[config.mk]
export PLATFORM = sky130hd
export DESIGN_NAME = supply_irq_enable
export DESIGN_NICKNAME = d
export VERILOG_FILES = /design/src/supply_irq_pkg.sv /design/src/edge_sync.sv /design/src/supply_irq_enable.sv
export SDC_FILE = /design/constraint.sdc
export NUM_CORES = 1
export LEC_CHECK = 0
export BUFFER_PORTS_ARGS = -buffer_cell sky130_fd_sc_hd__buf_2
export CORE_ASPECT_RATIO = 1.25
export CORE_UTILIZATION = 49
export CTS_BUF_LIST = sky130_fd_sc_hd__clkbuf_16
export CTS_CLUSTER_DIAMETER = 30
export CTS_CLUSTER_SIZE = 24
export DETAILED_ROUTE_END_ITERATION = 8
export GPL_ROUTABILITY_DRIVEN = 0
export PLACE_DENSITY = 0.93
export SYNTH_ARGS = -nofsm -noshare
export SYNTH_HDL_FRONTEND = slang
export SYNTH_SLANG_ARGS = --single-unit
[constraint.sdc]
create_clock -name ref_clk -period 3.8 [get_ports ref_clk]
set_input_delay 0.57 -clock ref_clk [delete_from_list [all_inputs] [get_ports ref_clk]]
set_output_delay 0.57 -clock ref_clk [all_outputs]
set_load 0.01 [all_outputs]
[src/supply_irq_pkg.sv]
package supply_irq_pkg;

  ////////////////////////////////////////////////////////////////////////////
  // register byte offsets
  localparam logic [7:0] OFS_EN_CLEAR = 8'h00;
  localparam logic [7:0] OFS_EN_SET = 8'h04;
  localparam logic [7:0] OFS_EVENT_FLAGS = 8'h08;
  localparam logic [7:0] OFS_STATUS = 8'h0c;

  ////////////////////////////////////////////////////////////////////////////
  // source count and internal index of each source
  localparam int N_SRC = 6;
  localparam int IDX_DETECTOR_READY = 0;
  localparam int IDX_BROWNOUT = 1;
  localparam int IDX_SYNC_READY = 2;
  localparam int IDX_REGULATOR_READY = 3;
  localparam int IDX_SWITCH_READY = 4;
  localparam int IDX_CORE_READY = 5;

  // bit position of each source inside a register word
  localparam int POS_DETECTOR_READY = 0;
  localparam int POS_BROWNOUT = 1;
  localparam int POS_SYNC_READY = 2;
  localparam int POS_REGULATOR_READY = 8;
  localparam int POS_SWITCH_READY = 9;
  localparam int POS_CORE_READY = 10;

  ////////////////////////////////////////////////////////////////////////////
  // values after reset and synchroniser depth
  localparam logic [5:0] ENABLE_RESET = 6'h00;
  localparam logic [5:0] FLAG_RESET = 6'h00;
  localparam logic [31:0] RDATA_RESET = 32'h0000_0000;
  localparam int SYNC_STAGES = 2;

  ////////////////////////////////////////////////////////////////////////////
  // pack internal source vector into a register word, unused bits zero
  function automatic logic [31:0] to_word(input logic [5:0] v);
    logic [31:0] w;
    w = 32'h0000_0000;
    w[POS_DETECTOR_READY] = v[IDX_DETECTOR_READY];
    w[POS_BROWNOUT] = v[IDX_BROWNOUT];
    w[POS_SYNC_READY] = v[IDX_SYNC_READY];
    w[POS_REGULATOR_READY] = v[IDX_REGULATOR_READY];
    w[POS_SWITCH_READY] = v[IDX_SWITCH_READY];
    w[POS_CORE_READY] = v[IDX_CORE_READY];
    return w;
  endfunction : to_word

  // pick source bits out of a register word, other bits dropped
  function automatic logic [5:0] from_word(input logic [31:0] w);
    logic [5:0] v;
    v = 6'h00;
    v[IDX_DETECTOR_READY] = w[POS_DETECTOR_READY];
    v[IDX_BROWNOUT] = w[POS_BROWNOUT];
    v[IDX_SYNC_READY] = w[POS_SYNC_READY];
    v[IDX_REGULATOR_READY] = w[POS_REGULATOR_READY];
    v[IDX_SWITCH_READY] = w[POS_SWITCH_READY];
    v[IDX_CORE_READY] = w[POS_CORE_READY];
    return v;
  endfunction : from_word

  // widen byte strobes into a bit mask
  function automatic logic [31:0] lane_mask(input logic [3:0] strb);
    logic [31:0] m;
    m = 32'h0000_0000;
    for (int i = 0; i < 4; i++) begin
      m[i*8 +: 8] = {8{strb[i]}};
    end
    return m;
  endfunction : lane_mask

endpackage : supply_irq_pkg

[src/edge_sync.sv]
`timescale 1ns/1ps
module edge_sync #(
  parameter int W = 6
) (
  input wire logic ref_clk,
  input wire logic rst_b,
  input wire logic [W-1:0] async_in,
  output logic [W-1:0] level_out,
  output logic [W-1:0] rise_out
);

  logic [W-1:0] meta_q, meta_d;
  logic [W-1:0] sync_q, sync_d;
  logic [W-1:0] prev_q, prev_d;

  ////////////////////////////////////////////////////////////////////////////
  // first stage feeds only the second stage, never the edge detector
  always_comb begin
    meta_d = async_in;
    sync_d = meta_q;
    prev_d = sync_q;
  end

  always_ff @(posedge ref_clk or negedge rst_b) begin
    if (!rst_b) begin
      meta_q <= '0;
      sync_q <= '0;
      prev_q <= '0;
    end else begin
      meta_q <= meta_d;
      sync_q <= sync_d;
      prev_q <= prev_d;
    end
  end

  // zero-to-one on the settled level
  assign level_out = sync_q;
  assign rise_out = sync_q & ~prev_q;

endmodule : edge_sync

[src/supply_irq_enable.sv]
`timescale 1ns/1ps
module supply_irq_enable (
  input wire logic ref_clk,
  input wire logic rst_b,
  input wire logic psel,
  input wire logic penable,
  input wire logic pwrite,
  input wire logic [7:0] paddr,
  input wire logic [3:0] pstrb,
  input wire logic [31:0] pwdata,
  output logic [31:0] prdata,
  output logic pready,
  output logic pslverr,
  input wire logic write_protect_on,
  input wire logic [5:0] status_in,
  output logic irq
);

  ////////////////////////////////////////////////////////////////////////////
  // declarations

  logic [5:0] enable_q, enable_d;
  logic [5:0] flags_q, flags_d;
  logic irq_q, irq_d;
  logic [31:0] rdata_q, rdata_d;
  logic ready_q, ready_d;
  logic err_q, err_d;

  logic [5:0] status_lvl;
  logic [5:0] status_rise;

  logic access;
  logic wr;
  logic hit_clear;
  logic hit_set;
  logic hit_flags;
  logic blocked;
  logic [5:0] wbits;
  logic [5:0] src_req;

  ////////////////////////////////////////////////////////////////////////////
  // timing at a glance
  // setup cycle: psel high, penable low, nothing is decoded yet
  // access cycle: psel and penable high, pready still low
  // the edge that ends the access cycle commits writes and captures reads
  // the cycle after it shows pready, with pslverr for a refused write
  // so every access costs exactly one wait state, never more
  // ready_q masks the access term only in the pready cycle, so penable
  // held past that cycle commits the same write a second time
  // read data holds until the next read, which keeps prdata a plain flop
  // reads always return the full word, strobes only steer writes
  // protection gates only the two enable offsets, flags stay clearable
  // status path: two synchroniser flops, then one edge compare
  // a flag shows three edges after its status input rises
  // irq follows a flag or enable change on the edge that makes it
  // a status input already high at reset release reads as a new rise
  // limitation: a status pulse shorter than a clock may be missed
  // limitation: flags always start from zero, no preset values
  // trade-off: one wait state costs bus time but registers every output
  // unmapped offsets read zero and complete without an error
  // the status offset reflects synchronised levels, not raw pins
  // writes to the status offset are ignored
  // paddr is compared in full, so the low two bits must be zero
  // byte strobes mask the write word before the bit extraction
  // so a narrow access touches only the lanes it names

  ////////////////////////////////////////////////////////////////////////////
  // status inputs come from other supply domains, so synchronise first

  edge_sync #(
    .W(supply_irq_pkg::N_SRC)
  ) u_status_sync (
    .ref_clk(ref_clk),
    .rst_b(rst_b),
    .async_in(status_in),
    .level_out(status_lvl),
    .rise_out(status_rise)
  );

  ////////////////////////////////////////////////////////////////////////////
  // bus decode; one wait state so every output can be a flop

  assign access = psel & penable & ~ready_q;
  assign wr = access & pwrite;
  assign hit_clear = (paddr == supply_irq_pkg::OFS_EN_CLEAR);
  assign hit_set = (paddr == supply_irq_pkg::OFS_EN_SET);
  assign hit_flags = (paddr == supply_irq_pkg::OFS_EVENT_FLAGS);

  assign blocked = write_protect_on & (hit_clear | hit_set);

  assign wbits = supply_irq_pkg::from_word(pwdata & supply_irq_pkg::lane_mask(pstrb));

  ////////////////////////////////////////////////////////////////////////////
  // enable bits
  // one shared vector behind both offsets, so set and clear never disagree

  always_comb begin
    enable_d = enable_q;
    if (wr && !blocked && hit_clear) begin
      enable_d = enable_q & ~wbits;
    end
    if (wr && !blocked && hit_set) begin
      enable_d = enable_q | wbits;
    end
  end

  always_ff @(posedge ref_clk or negedge rst_b) begin
    if (!rst_b) begin
      enable_q <= supply_irq_pkg::ENABLE_RESET;
    end else begin
      enable_q <= enable_d;
    end
  end

  ////////////////////////////////////////////////////////////////////////////
  // event flags
  // a rise in the clear cycle wins, else software could lose an event

  always_comb begin
    flags_d = flags_q;
    if (wr && hit_flags) begin
      flags_d = flags_q & ~wbits;
    end
    flags_d = flags_d | status_rise;
  end

  always_ff @(posedge ref_clk or negedge rst_b) begin
    if (!rst_b) begin
      flags_q <= supply_irq_pkg::FLAG_RESET;
    end else begin
      flags_q <= flags_d;
    end
  end

  ////////////////////////////////////////////////////////////////////////////
  // interrupt request
  // built from next values, so irq moves on the same edge as the registers

  always_comb begin
    src_req = flags_d & enable_d;
    irq_d = |src_req;
  end

  always_ff @(posedge ref_clk or negedge rst_b) begin
    if (!rst_b) begin
      irq_q <= 1'b0;
    end else begin
      irq_q <= irq_d;
    end
  end

  ////////////////////////////////////////////////////////////////////////////
  // read data and completion; unmapped reads return zero, no error

  always_comb begin
    rdata_d = rdata_q;
    ready_d = access;
    // protected writes complete with an error so software notices
    err_d = wr & blocked;
    if (access && !pwrite) begin
      case (paddr)
        // both enable offsets read the same bits
        supply_irq_pkg::OFS_EN_CLEAR: begin
          rdata_d = supply_irq_pkg::to_word(enable_q);
        end
        supply_irq_pkg::OFS_EN_SET: begin
          rdata_d = supply_irq_pkg::to_word(enable_q);
        end
        supply_irq_pkg::OFS_EVENT_FLAGS: begin
          rdata_d = supply_irq_pkg::to_word(flags_q);
        end
        supply_irq_pkg::OFS_STATUS: begin
          rdata_d = supply_irq_pkg::to_word(status_lvl);
        end
        default: begin
          rdata_d = supply_irq_pkg::RDATA_RESET;
        end
      endcase
    end
  end

  always_ff @(posedge ref_clk or negedge rst_b) begin
    if (!rst_b) begin
      rdata_q <= supply_irq_pkg::RDATA_RESET;
      ready_q <= 1'b0;
      err_q <= 1'b0;
    end else begin
      rdata_q <= rdata_d;
      ready_q <= ready_d;
      err_q <= err_d;
    end
  end

  assign prdata = rdata_q;
  assign pready = ready_q;
  assign pslverr = err_q;
  assign irq = irq_q;

endmodule : supply_irq_enable

# ---- Word-level counts from Yosys, hierarchy flattened
# Cells that the tools add are included.
dict set report classes {
  n_eq_ne 3
  muxes 4
  n_bitwise 16
  reduce_logical 10
}
# cell count
set ops {}
lappend ops {{11-bit one-hot mux with 3 select lines} 1}
lappend ops {{6-bit AND} 4}
lappend ops {{6-bit two-way mux} 3}
lappend ops {{8-bit by 4-bit equality test with 1-bit output (second input constant)} 2}
lappend ops {{6-bit NOT} 2}
lappend ops {{6-bit bitwise OR} 2}
lappend ops {{11-bit AND} 1}
lappend ops {{8-bit by 3-bit equality test with 1-bit output (second input constant)} 1}
lappend ops {{8-bit zero test} 1}
lappend ops {{6-bit OR reduction} 1}
lappend ops {{1-bit AND} 5}
lappend ops {{1-bit logical AND} 5}
lappend ops {{1-bit zero test} 2}
lappend ops {{2-bit OR reduction} 1}
lappend ops {{1-bit NOT} 1}
lappend ops {{1-bit bitwise OR} 1}
dict set report totals {
  register_bits 65
  in_bits 56
  output_inout_bits 35
  elab_cells 42
}

# ---- Logic depth before layout (Yosys ltp)
# Gate-level depths: netlist of the first run.
dict set report logic_depth {
  ltp_word 10
  depth_mapped 6
  depth_no_buf 5
}

# ---- Modules after synthesis
# Synthesis of the first run repeated with hierarchy kept, for this count alone.
dict set report unflattened {
  cells_unflattened 160
  hier_area_um2 1860.5
}
# mod n_inst cells_each area_each_um2 seq_area_each_um2
set modules_own_cells {}
lappend modules_own_cells {supply_irq_enable 1 136 1327.5 525.5}
lappend modules_own_cells {edge_sync 1 24 533.0 450.4}

# ---- Worst setup path after synthesis of the first run
# OpenSTA, ideal clock, no wires.
dict set report synth_timing {
  kind {input to register}
  from {in paddr[5]}
  to {reg irq_q, in the netlist irq}
  setup_time_ns 0.138
  arrival_time_ns 1.980
  required_time_ns 3.662
  setup_slack_ns 1.681
  stages 5
  path_buffers 0
  cell_sequence {nor4_4 -> nand4_4 -> a21oi_1 -> o22ai_1 -> or4_1}
}
dict set report synth_between {
  elab_chain_cells 10
  word_cells_on_any_way 16
  cone_classes {eq/ne (2); mux (3); bitwise (4); reduce/logical (7)}
}
# element line
set synth_rtl {}
lappend synth_rtl {{start, declared} supply_irq_enable.sv:8} ;# input wire logic [7:0] paddr,
lappend synth_rtl {{8-bit by 3-bit equality test with 1-bit output or 8-bit zero test (tied branches)} {supply_irq_enable.sv:86, supply_irq_enable.sv:85}}
lappend synth_rtl {{1-bit bitwise OR} supply_irq_enable.sv:89} ;# assign blocked = write_protect_on & (hit_clear | hit_set);
lappend synth_rtl {{1-bit AND} supply_irq_enable.sv:89}
lappend synth_rtl {{1-bit zero test} {supply_irq_enable.sv:99, supply_irq_enable.sv:102}}
lappend synth_rtl {{1-bit logical AND} {supply_irq_enable.sv:99, supply_irq_enable.sv:102}}
lappend synth_rtl {{1-bit logical AND} supply_irq_enable.sv:99} ;# if (wr && !blocked && hit_clear) begin
lappend synth_rtl {{6-bit two-way mux} supply_irq_enable.sv:99}
lappend synth_rtl {{6-bit two-way mux} supply_irq_enable.sv:102} ;# if (wr && !blocked && hit_set) begin
lappend synth_rtl {{6-bit AND (*)} supply_irq_enable.sv:140} ;# src_req = flags_d & enable_d;
lappend synth_rtl {{6-bit OR reduction (*)} supply_irq_enable.sv:141} ;# irq_d = |src_req;
lappend synth_rtl {{net irq_d} supply_irq_enable.sv:24} ;# logic irq_q, irq_d;
lappend synth_rtl {{end signal, assigned} supply_irq_enable.sv:148} ;# irq_q <= irq_d;
lappend synth_rtl {{end, declared} supply_irq_enable.sv:24}
# Mark *: on every way through the listed nets, which the timed path passes. The rest lies on a longest branch.
# A chain may end at the register's enable or synchronous reset.

# ---- Worst setup path in the final report of the first run
# Ends and elaborated chain as after synthesis.

==> impl_results.md, run 1 <==
* Synth top cells by count: dfrtp_1 (39), buf_4 (26), nand2_1 (22)
* Pwr dens at about 430 nW/um2
* Fin util at between 50 and 60%
* Post-layout nets at ~260
* CTS Buffer Depth at 2
* Min cycle time layout at approximately 2.2 ns
* Clk_lat worst skew at 0.28 ns
* R2R Setup Slk at between 1.5 and 2 ns
* Number of synthesized flops with an enable pin at 0
* Area grow syn2layout at 13.3%
* Simple-gate share of the synthesized area at between 10% and 20%
* Root Driver: clkbuf_16
* Main combinational cell family by area after synthesis: simple AND/OR/NAND/NOR gates
* Final Cell Area at 2080 um2
* Adder-cell area share of the yosys netlist at 0%
* DRT Pass-1 Iters at 6
* Peak supply drop at approximately 0.42 mV
* FF+latch count, synth at 39
* Total GRT Usage at 17.0%
* Layout cells sized above 1 at between 20% and 30%
* Max-cap viol count at 0
* IO buf count at 36
* Die W at 56.7 um
* Critical path, cell by cell: buf_2 > nor4_4 > nand4_4 > a21oi_1 > o22ai_1 > or4_1
* Final hold vios at 0
* Hold Path Depth at 0
* Reg-to-reg endpoint: irq
* Vias in the first global route at between 1,000 and 1,500
* Setup_tns at 0 ns
* Critical path arrival at around 2.4 ns
* Post-DP HPWL at around 2.2 mm
* Clock Skews at between 0.004 and 0.005 ns
* Fmax achieved at 447 MHz
* Worst-path clk slew at 0.06 ns
* Critical path endpoint category: flop
* Post-Syn Area at between 1500 and 2000 um2
* First-pass GRT wire length at between 5 and 6 mm
* Warnings from Yosys at 0
* Routed wire per std cell at around 12 um
* Syn Area/Cell at between 10 and 15 um2
* Post-Syn Instances at approximately 170
* Post-DRT Antenna Nets at 0
* Fin worst setup slack at around 1.6 ns
* Post-synth top area cell: dfrtp_1
* Overflow after GRT at 0
* Commonest register cell after synthesis: dfrtp_1
* Post-CTS Setup Repair Bufs at 0
* Largest net degree at the start of global routing at 40
* Drt drc at 12
* Fraction of registers with async set/reset at between 90% and 100%
* TritonCTS sink count at 39
* Failing checks: DRC
* WL final at 3.07 mm
* # setup viols final at 0
* Post-synthesis mux area share at 5.46%
* Final worst-path cycle share at 58.8%
* Hold-fix buffer count after cts at 0
* Initial DRC count at between 40 and 50
* Post-synthesis xor/xnor area fraction at 0%
* Setup WS pre-CTS at about 1.3 ns
* Worst path bufs/invs at 1
* Via count at between 1,000 and 1,500
* Top-count cell post-synth: dfrtp_1
* Post-DP Area at 1940 um2
* Core ar. at 3540 um2
* Leakage power at ~1.1 nW
* Hold Path Class: reg2reg
* Slowest CP cell: or4_1
* Io pins at just over 90
* Initial Utilization at slightly above 50%
* Synth top area cells: dfrtp_1 (53%), buf_4 (11%), mux2i_1 (5.5%)
* Worst setup startpoint: paddr[5]
* Critical Path Max Stage Delay at approximately 0.53 ns
* RR Startpoint: pready
* Compound-gate portion of the synthesized area at 9.42%
* R2R depth at 5
* CP Data Required Time at slightly below 4 ns
* Vias per std cell at roughly 5
* Type of origin of the critical path: input port
* Row Count at 24
* Die height at ~70 um
* Slew @ Worst Pin at 0.824 ns
* Die area at between 3000 and 4000 um2
* CTS resizes at 0
* Crit Path Max Fanout at 8
* CTS tree: yes
* Rel. slew slack at around 45%
* Top-area cell type share of the netlist area at 53.2%
* Seq/Total Area, Yosys at between 50% and 60%
* RSZ-0062 raised after global routing: false
* Outcome: complete, but fails checks
* Hold endpoint: u_status_sync.level_out[4]
* Netlist cell types at 35
* CP delay by family, top: simple AND/OR/NAND/NOR gates
* CP Class: in2reg
* Max-slew violation count at 0
* TritonCTS Buffers at 5
* # diodes at 0
* Worst hold start: u_status_sync.meta_q[4]
* Initial antenna violation count at 0
* H-tree levels at 2
final cells by class:
cell class	instances	area, um2
multi-input combinational	114	689
sequential	39	976
clock buffer	5	125
timing repair buffer	36	180
inverter	12	45.0
clock inverter	3	12.5
fill	318	1470
tap	39	48.8
report_power, final:
part | switching (mW) | internal, mW
Sequential | 0.00508 | 0.427
Combinational | 0.0450 | 0.0226
Clock | 0.150 | 0.237
placed cells by master, fill, tap and decap left out, drive strengths merged:
master	instances
buf	36
and2	1
and4b	2
a2bb2oi	1
nand2	22
a21oi	3
nor4bb	5
nand3b	1
o22ai	2
o21ai	14
nand2b	2
a22oi	1
o21a	1
a22o	2
clkbuf	5
dfrtp	39
conb	26
nor4	1
inv	14
nand4	7
mux2i	10
or4	1
clkinv	1
nor3	1
a21boi	2
and2b	1
or2	2
nor2	3
a221oi	1
or3	1
nor2b	1
metal layers:
metal | up-vias | global-route usage, % | wire (um)
met5 | - | 0 | 0
li1 | 601 | - | -
met1 | 580 | 21.2 | 1330
met3 | 5 | 4.63 | 200
met4 | 0 | 9.17 | 58
met2 | 46 | 26.5 | 1490
how the worst max path moves through the flow:
stage | slack [ns] | cells after the start | to
3_3_place_gp | 1.31 | 6 | irq
3_5_place_dp | 1.26 | 6 | irq
6_report | 1.56 | 6 | irq
4_1_cts | 1.56 | 6 | irq
2_1_floorplan | 1.68 | 5 | irq
5_1_grt | 1.47 | 6 | irq
cell families (layout without fill, tap and decap cells):
kind of cell | Yosys count | after routing
compound gates | 27 | 27
buf+inv | 43 | 56
flops | 39 | 39
mux | 10 | 10
other cells | 1 | 26
simple gates | 51 | 51
sequential cells by signal, summed over array words and instances, names as in the netlist:
name	count
enable_q	6
pready	1
flags_q	6
irq	1
prdata	6
pslverr	1
u_status_sync.level_out	6
u_status_sync.meta_q	6
u_status_sync.prev_q	6
metrics by stage:
stage	instances	hold slack, ns	power [mW]
5_1_grt	248	0.344	0.916
2_1_floorplan	196	0.274	0.495
3_3_place_gp	240	0.332	0.505
6_report	248	0.341	0.887
4_1_cts	248	0.345	0.894
3_5_place_dp	240	0.336	0.507
Note: power is estimated with default switching activity, not from simulation.
==> inputs of run 2 (changes only) <==
- CORE_UTILIZATION: 49 -> 45
- PLACE_DENSITY: 0.93 -> 0.87
- clock period: 3.8 -> 2.18 ns (I/O delays scaled with it)
==> impl_results.md, run 2 (synthesis gave the netlist of run 1 again) <==
* Outcome: finished, final reports clean
* Post-CTS Setup Repair Bufs at 0 (unchanged)
* Initial antenna violation count at 0 (unchanged)
* CP delay by family, top: simple AND/OR/NAND/NOR gates
* Layout cells sized above 1 at 24.1% (+1.1 points)
* Overflow after GRT at 0 (unchanged)
* Die area at 4330 um2 (+8.6%)
* Leakage power at 1.11 nW (+1.4%)
* # setup viols final at 0 (unchanged)
* Fmax achieved at just under 500 MHz
* Overall power at 1.54 mW (+74%)
* Min cycle time layout at approximately 2.1 ns
* Final worst-path cycle share at 94.8%
* Commonest non-fill, non-tap cell in the layout: dfrtp_1
* Largest net degree at the start of global routing at 40 (unchanged)
* CTS tree: yes
* Vias per std cell at 4.83 (-2.7%)
* # diodes at 0 (unchanged)
* Row Count at 25 (+4.2%)
* Initial DRC count at 46 (+4.5%)
* TritonCTS sink count at 39 (unchanged)
* CP Data Required Time at 2.31 ns (-1.63 ns)
* First-pass GRT wire length at 4.99 mm (-1.9%)
* Die W at 59.1 um (+4.2%)
* Type of origin of the critical path: flop
* Slew @ Worst Pin at 0.847 ns (+0.0228 ns)
* TritonCTS Buffers at 5 (unchanged)
* Die height at 73.4 um (+4.2%)
* Max-cap viol count at 0 (unchanged)
* Initial Utilization at 47.6% (-4.1 points)
* Post-DP HPWL at 2.35 mm (+4.8%)
* WL final at 3.18 mm (+3.4%)
* Io pins at 91 (unchanged)
* Clk_lat worst skew at 0.27 ns (about the same)
* Area grow syn2layout at 15.6%
* IO buf count at 36 (unchanged)
* Routed wire per std cell at 11.9 um (-3.6%)
* Slowest CP cell: or4_1
* Critical Path Max Stage Delay at 0.55 ns (+0.02 ns)
* Peak supply drop at 0.510 mV (+21%)
* Via count at 1,286 (+4.4%)
* Fin worst setup slack at 0.114 ns (-1.45 ns)
* RSZ-0062 raised after global routing: false
* Worst path bufs/invs at 1 (unchanged)
* Hold Path Class: in2async
* Post-layout nets at 267 (+1.1%)
* Worst-path clk slew at 0.05 ns (about the same)
* Total GRT Usage at 15.9% (-1.1 points)
* Hold_ws at 0.155 ns (-0.186 ns)
* CTS resizes at 0 (unchanged)
* H-tree levels at 2 (unchanged)
* Rel. slew slack at 43.6% (-1.5 points)
* Critical path, cell by cell: and4b_1 > buf_4 > nand4_4 > a21oi_1 > o22ai_1 > or4_1
* Setup WS pre-CTS at 0.0847 ns (-1.17 ns)
* Crit Path Max Fanout at 8 (unchanged)
* Pwr dens at 728 nW/um2 (+71%)
* Max-slew violation count at 0 (unchanged)
* Drt drc at 0 (-12)
* Post-DP Area at 1980 um2 (+2.1%)
* Final hold vios at 0 (unchanged)
* Critical path arrival at 2.20 ns (-0.18 ns)
* Most frequent cells in the layout: dfrtp_1 (39), buf_2 (36), conb_1 (26), nand2_1 (22), inv_1 (14)
* Clock Skews at 0.00120 ns (-0.00300 ns)
* Post-DRT Antenna Nets at 0 (unchanged)
* CTS Buffer Depth at 2 (unchanged)
* Vias in the first global route at 1,121 (+0.72%)
* Final Cell Area at 2120 um2 (+2.0%)
* DRT Pass-1 Iters at 4 (-2)
* Core ar. at 3850 um2 (+8.6%)
* Final-layout fill cell count at 356 (+12%)
* Critical path endpoint category: flop
* CP Class: reg2reg
* Setup_tns at 0 ns (unchanged)
* Root Driver: clkbuf_16
* Hold-fix buffer count after cts at 0 (unchanged)
run 2: power breakdown:
part | internal (mW) | switching [mW]
clock | 0.412 | 0.254
combinational | 0.0421 | 0.0809
sequential | 0.744 | 0.00830
total | 1.20 | 0.343
run 2: stage by stage:
step	utilization, %	instances
finish	55.1	266
global route	55.1	266
CTS	55.1	266
detailed placement	51.5	258
global placement	51.5	258
floorplan	-	196
run 2: path summary, 6_finish.rpt:
check | start | end | slack, ns | depth (start not counted)
worst max register to register | pready | irq | 0.11 | 6
worst max-delay path | pready | irq | 0.11 | 6
worst min register to register | u_status_sync.meta_q[1] | u_status_sync.level_out[1] | 0.34 | 0
worst min-delay path | rst_b | u_status_sync.meta_q[1] | 0.16 | 1
max in group asynchronous | rst_b | prdata[8] | 1.49 | 1
min in group ref_clk | status_in[2] | u_status_sync.meta_q[2] | 0.16 | 1
run 2: area by class of cell:
type	count	area [um2]	share of cell area, %
Inverter	12	45.0	2.13
Tap cell	54	67.6	3.19
Clock inverter	3	12.5	0.591
Multi-Input combinational cell	114	689	32.5
Timing Repair Buffer	39	203	9.57
Sequential cell	39	976	46.1
Clock buffer	5	125	5.91
run 2: metal layers:
metal	up-vias	share of wire (%)	GRT usage [%]	wire (um)
met2	59	49	24.6	1560
met4	0	1.9	8.73	59
met5	-	0	0	0
li1	611	-	-	-
met1	610	42	18.9	1350
met3	6	6.5	5.81	207
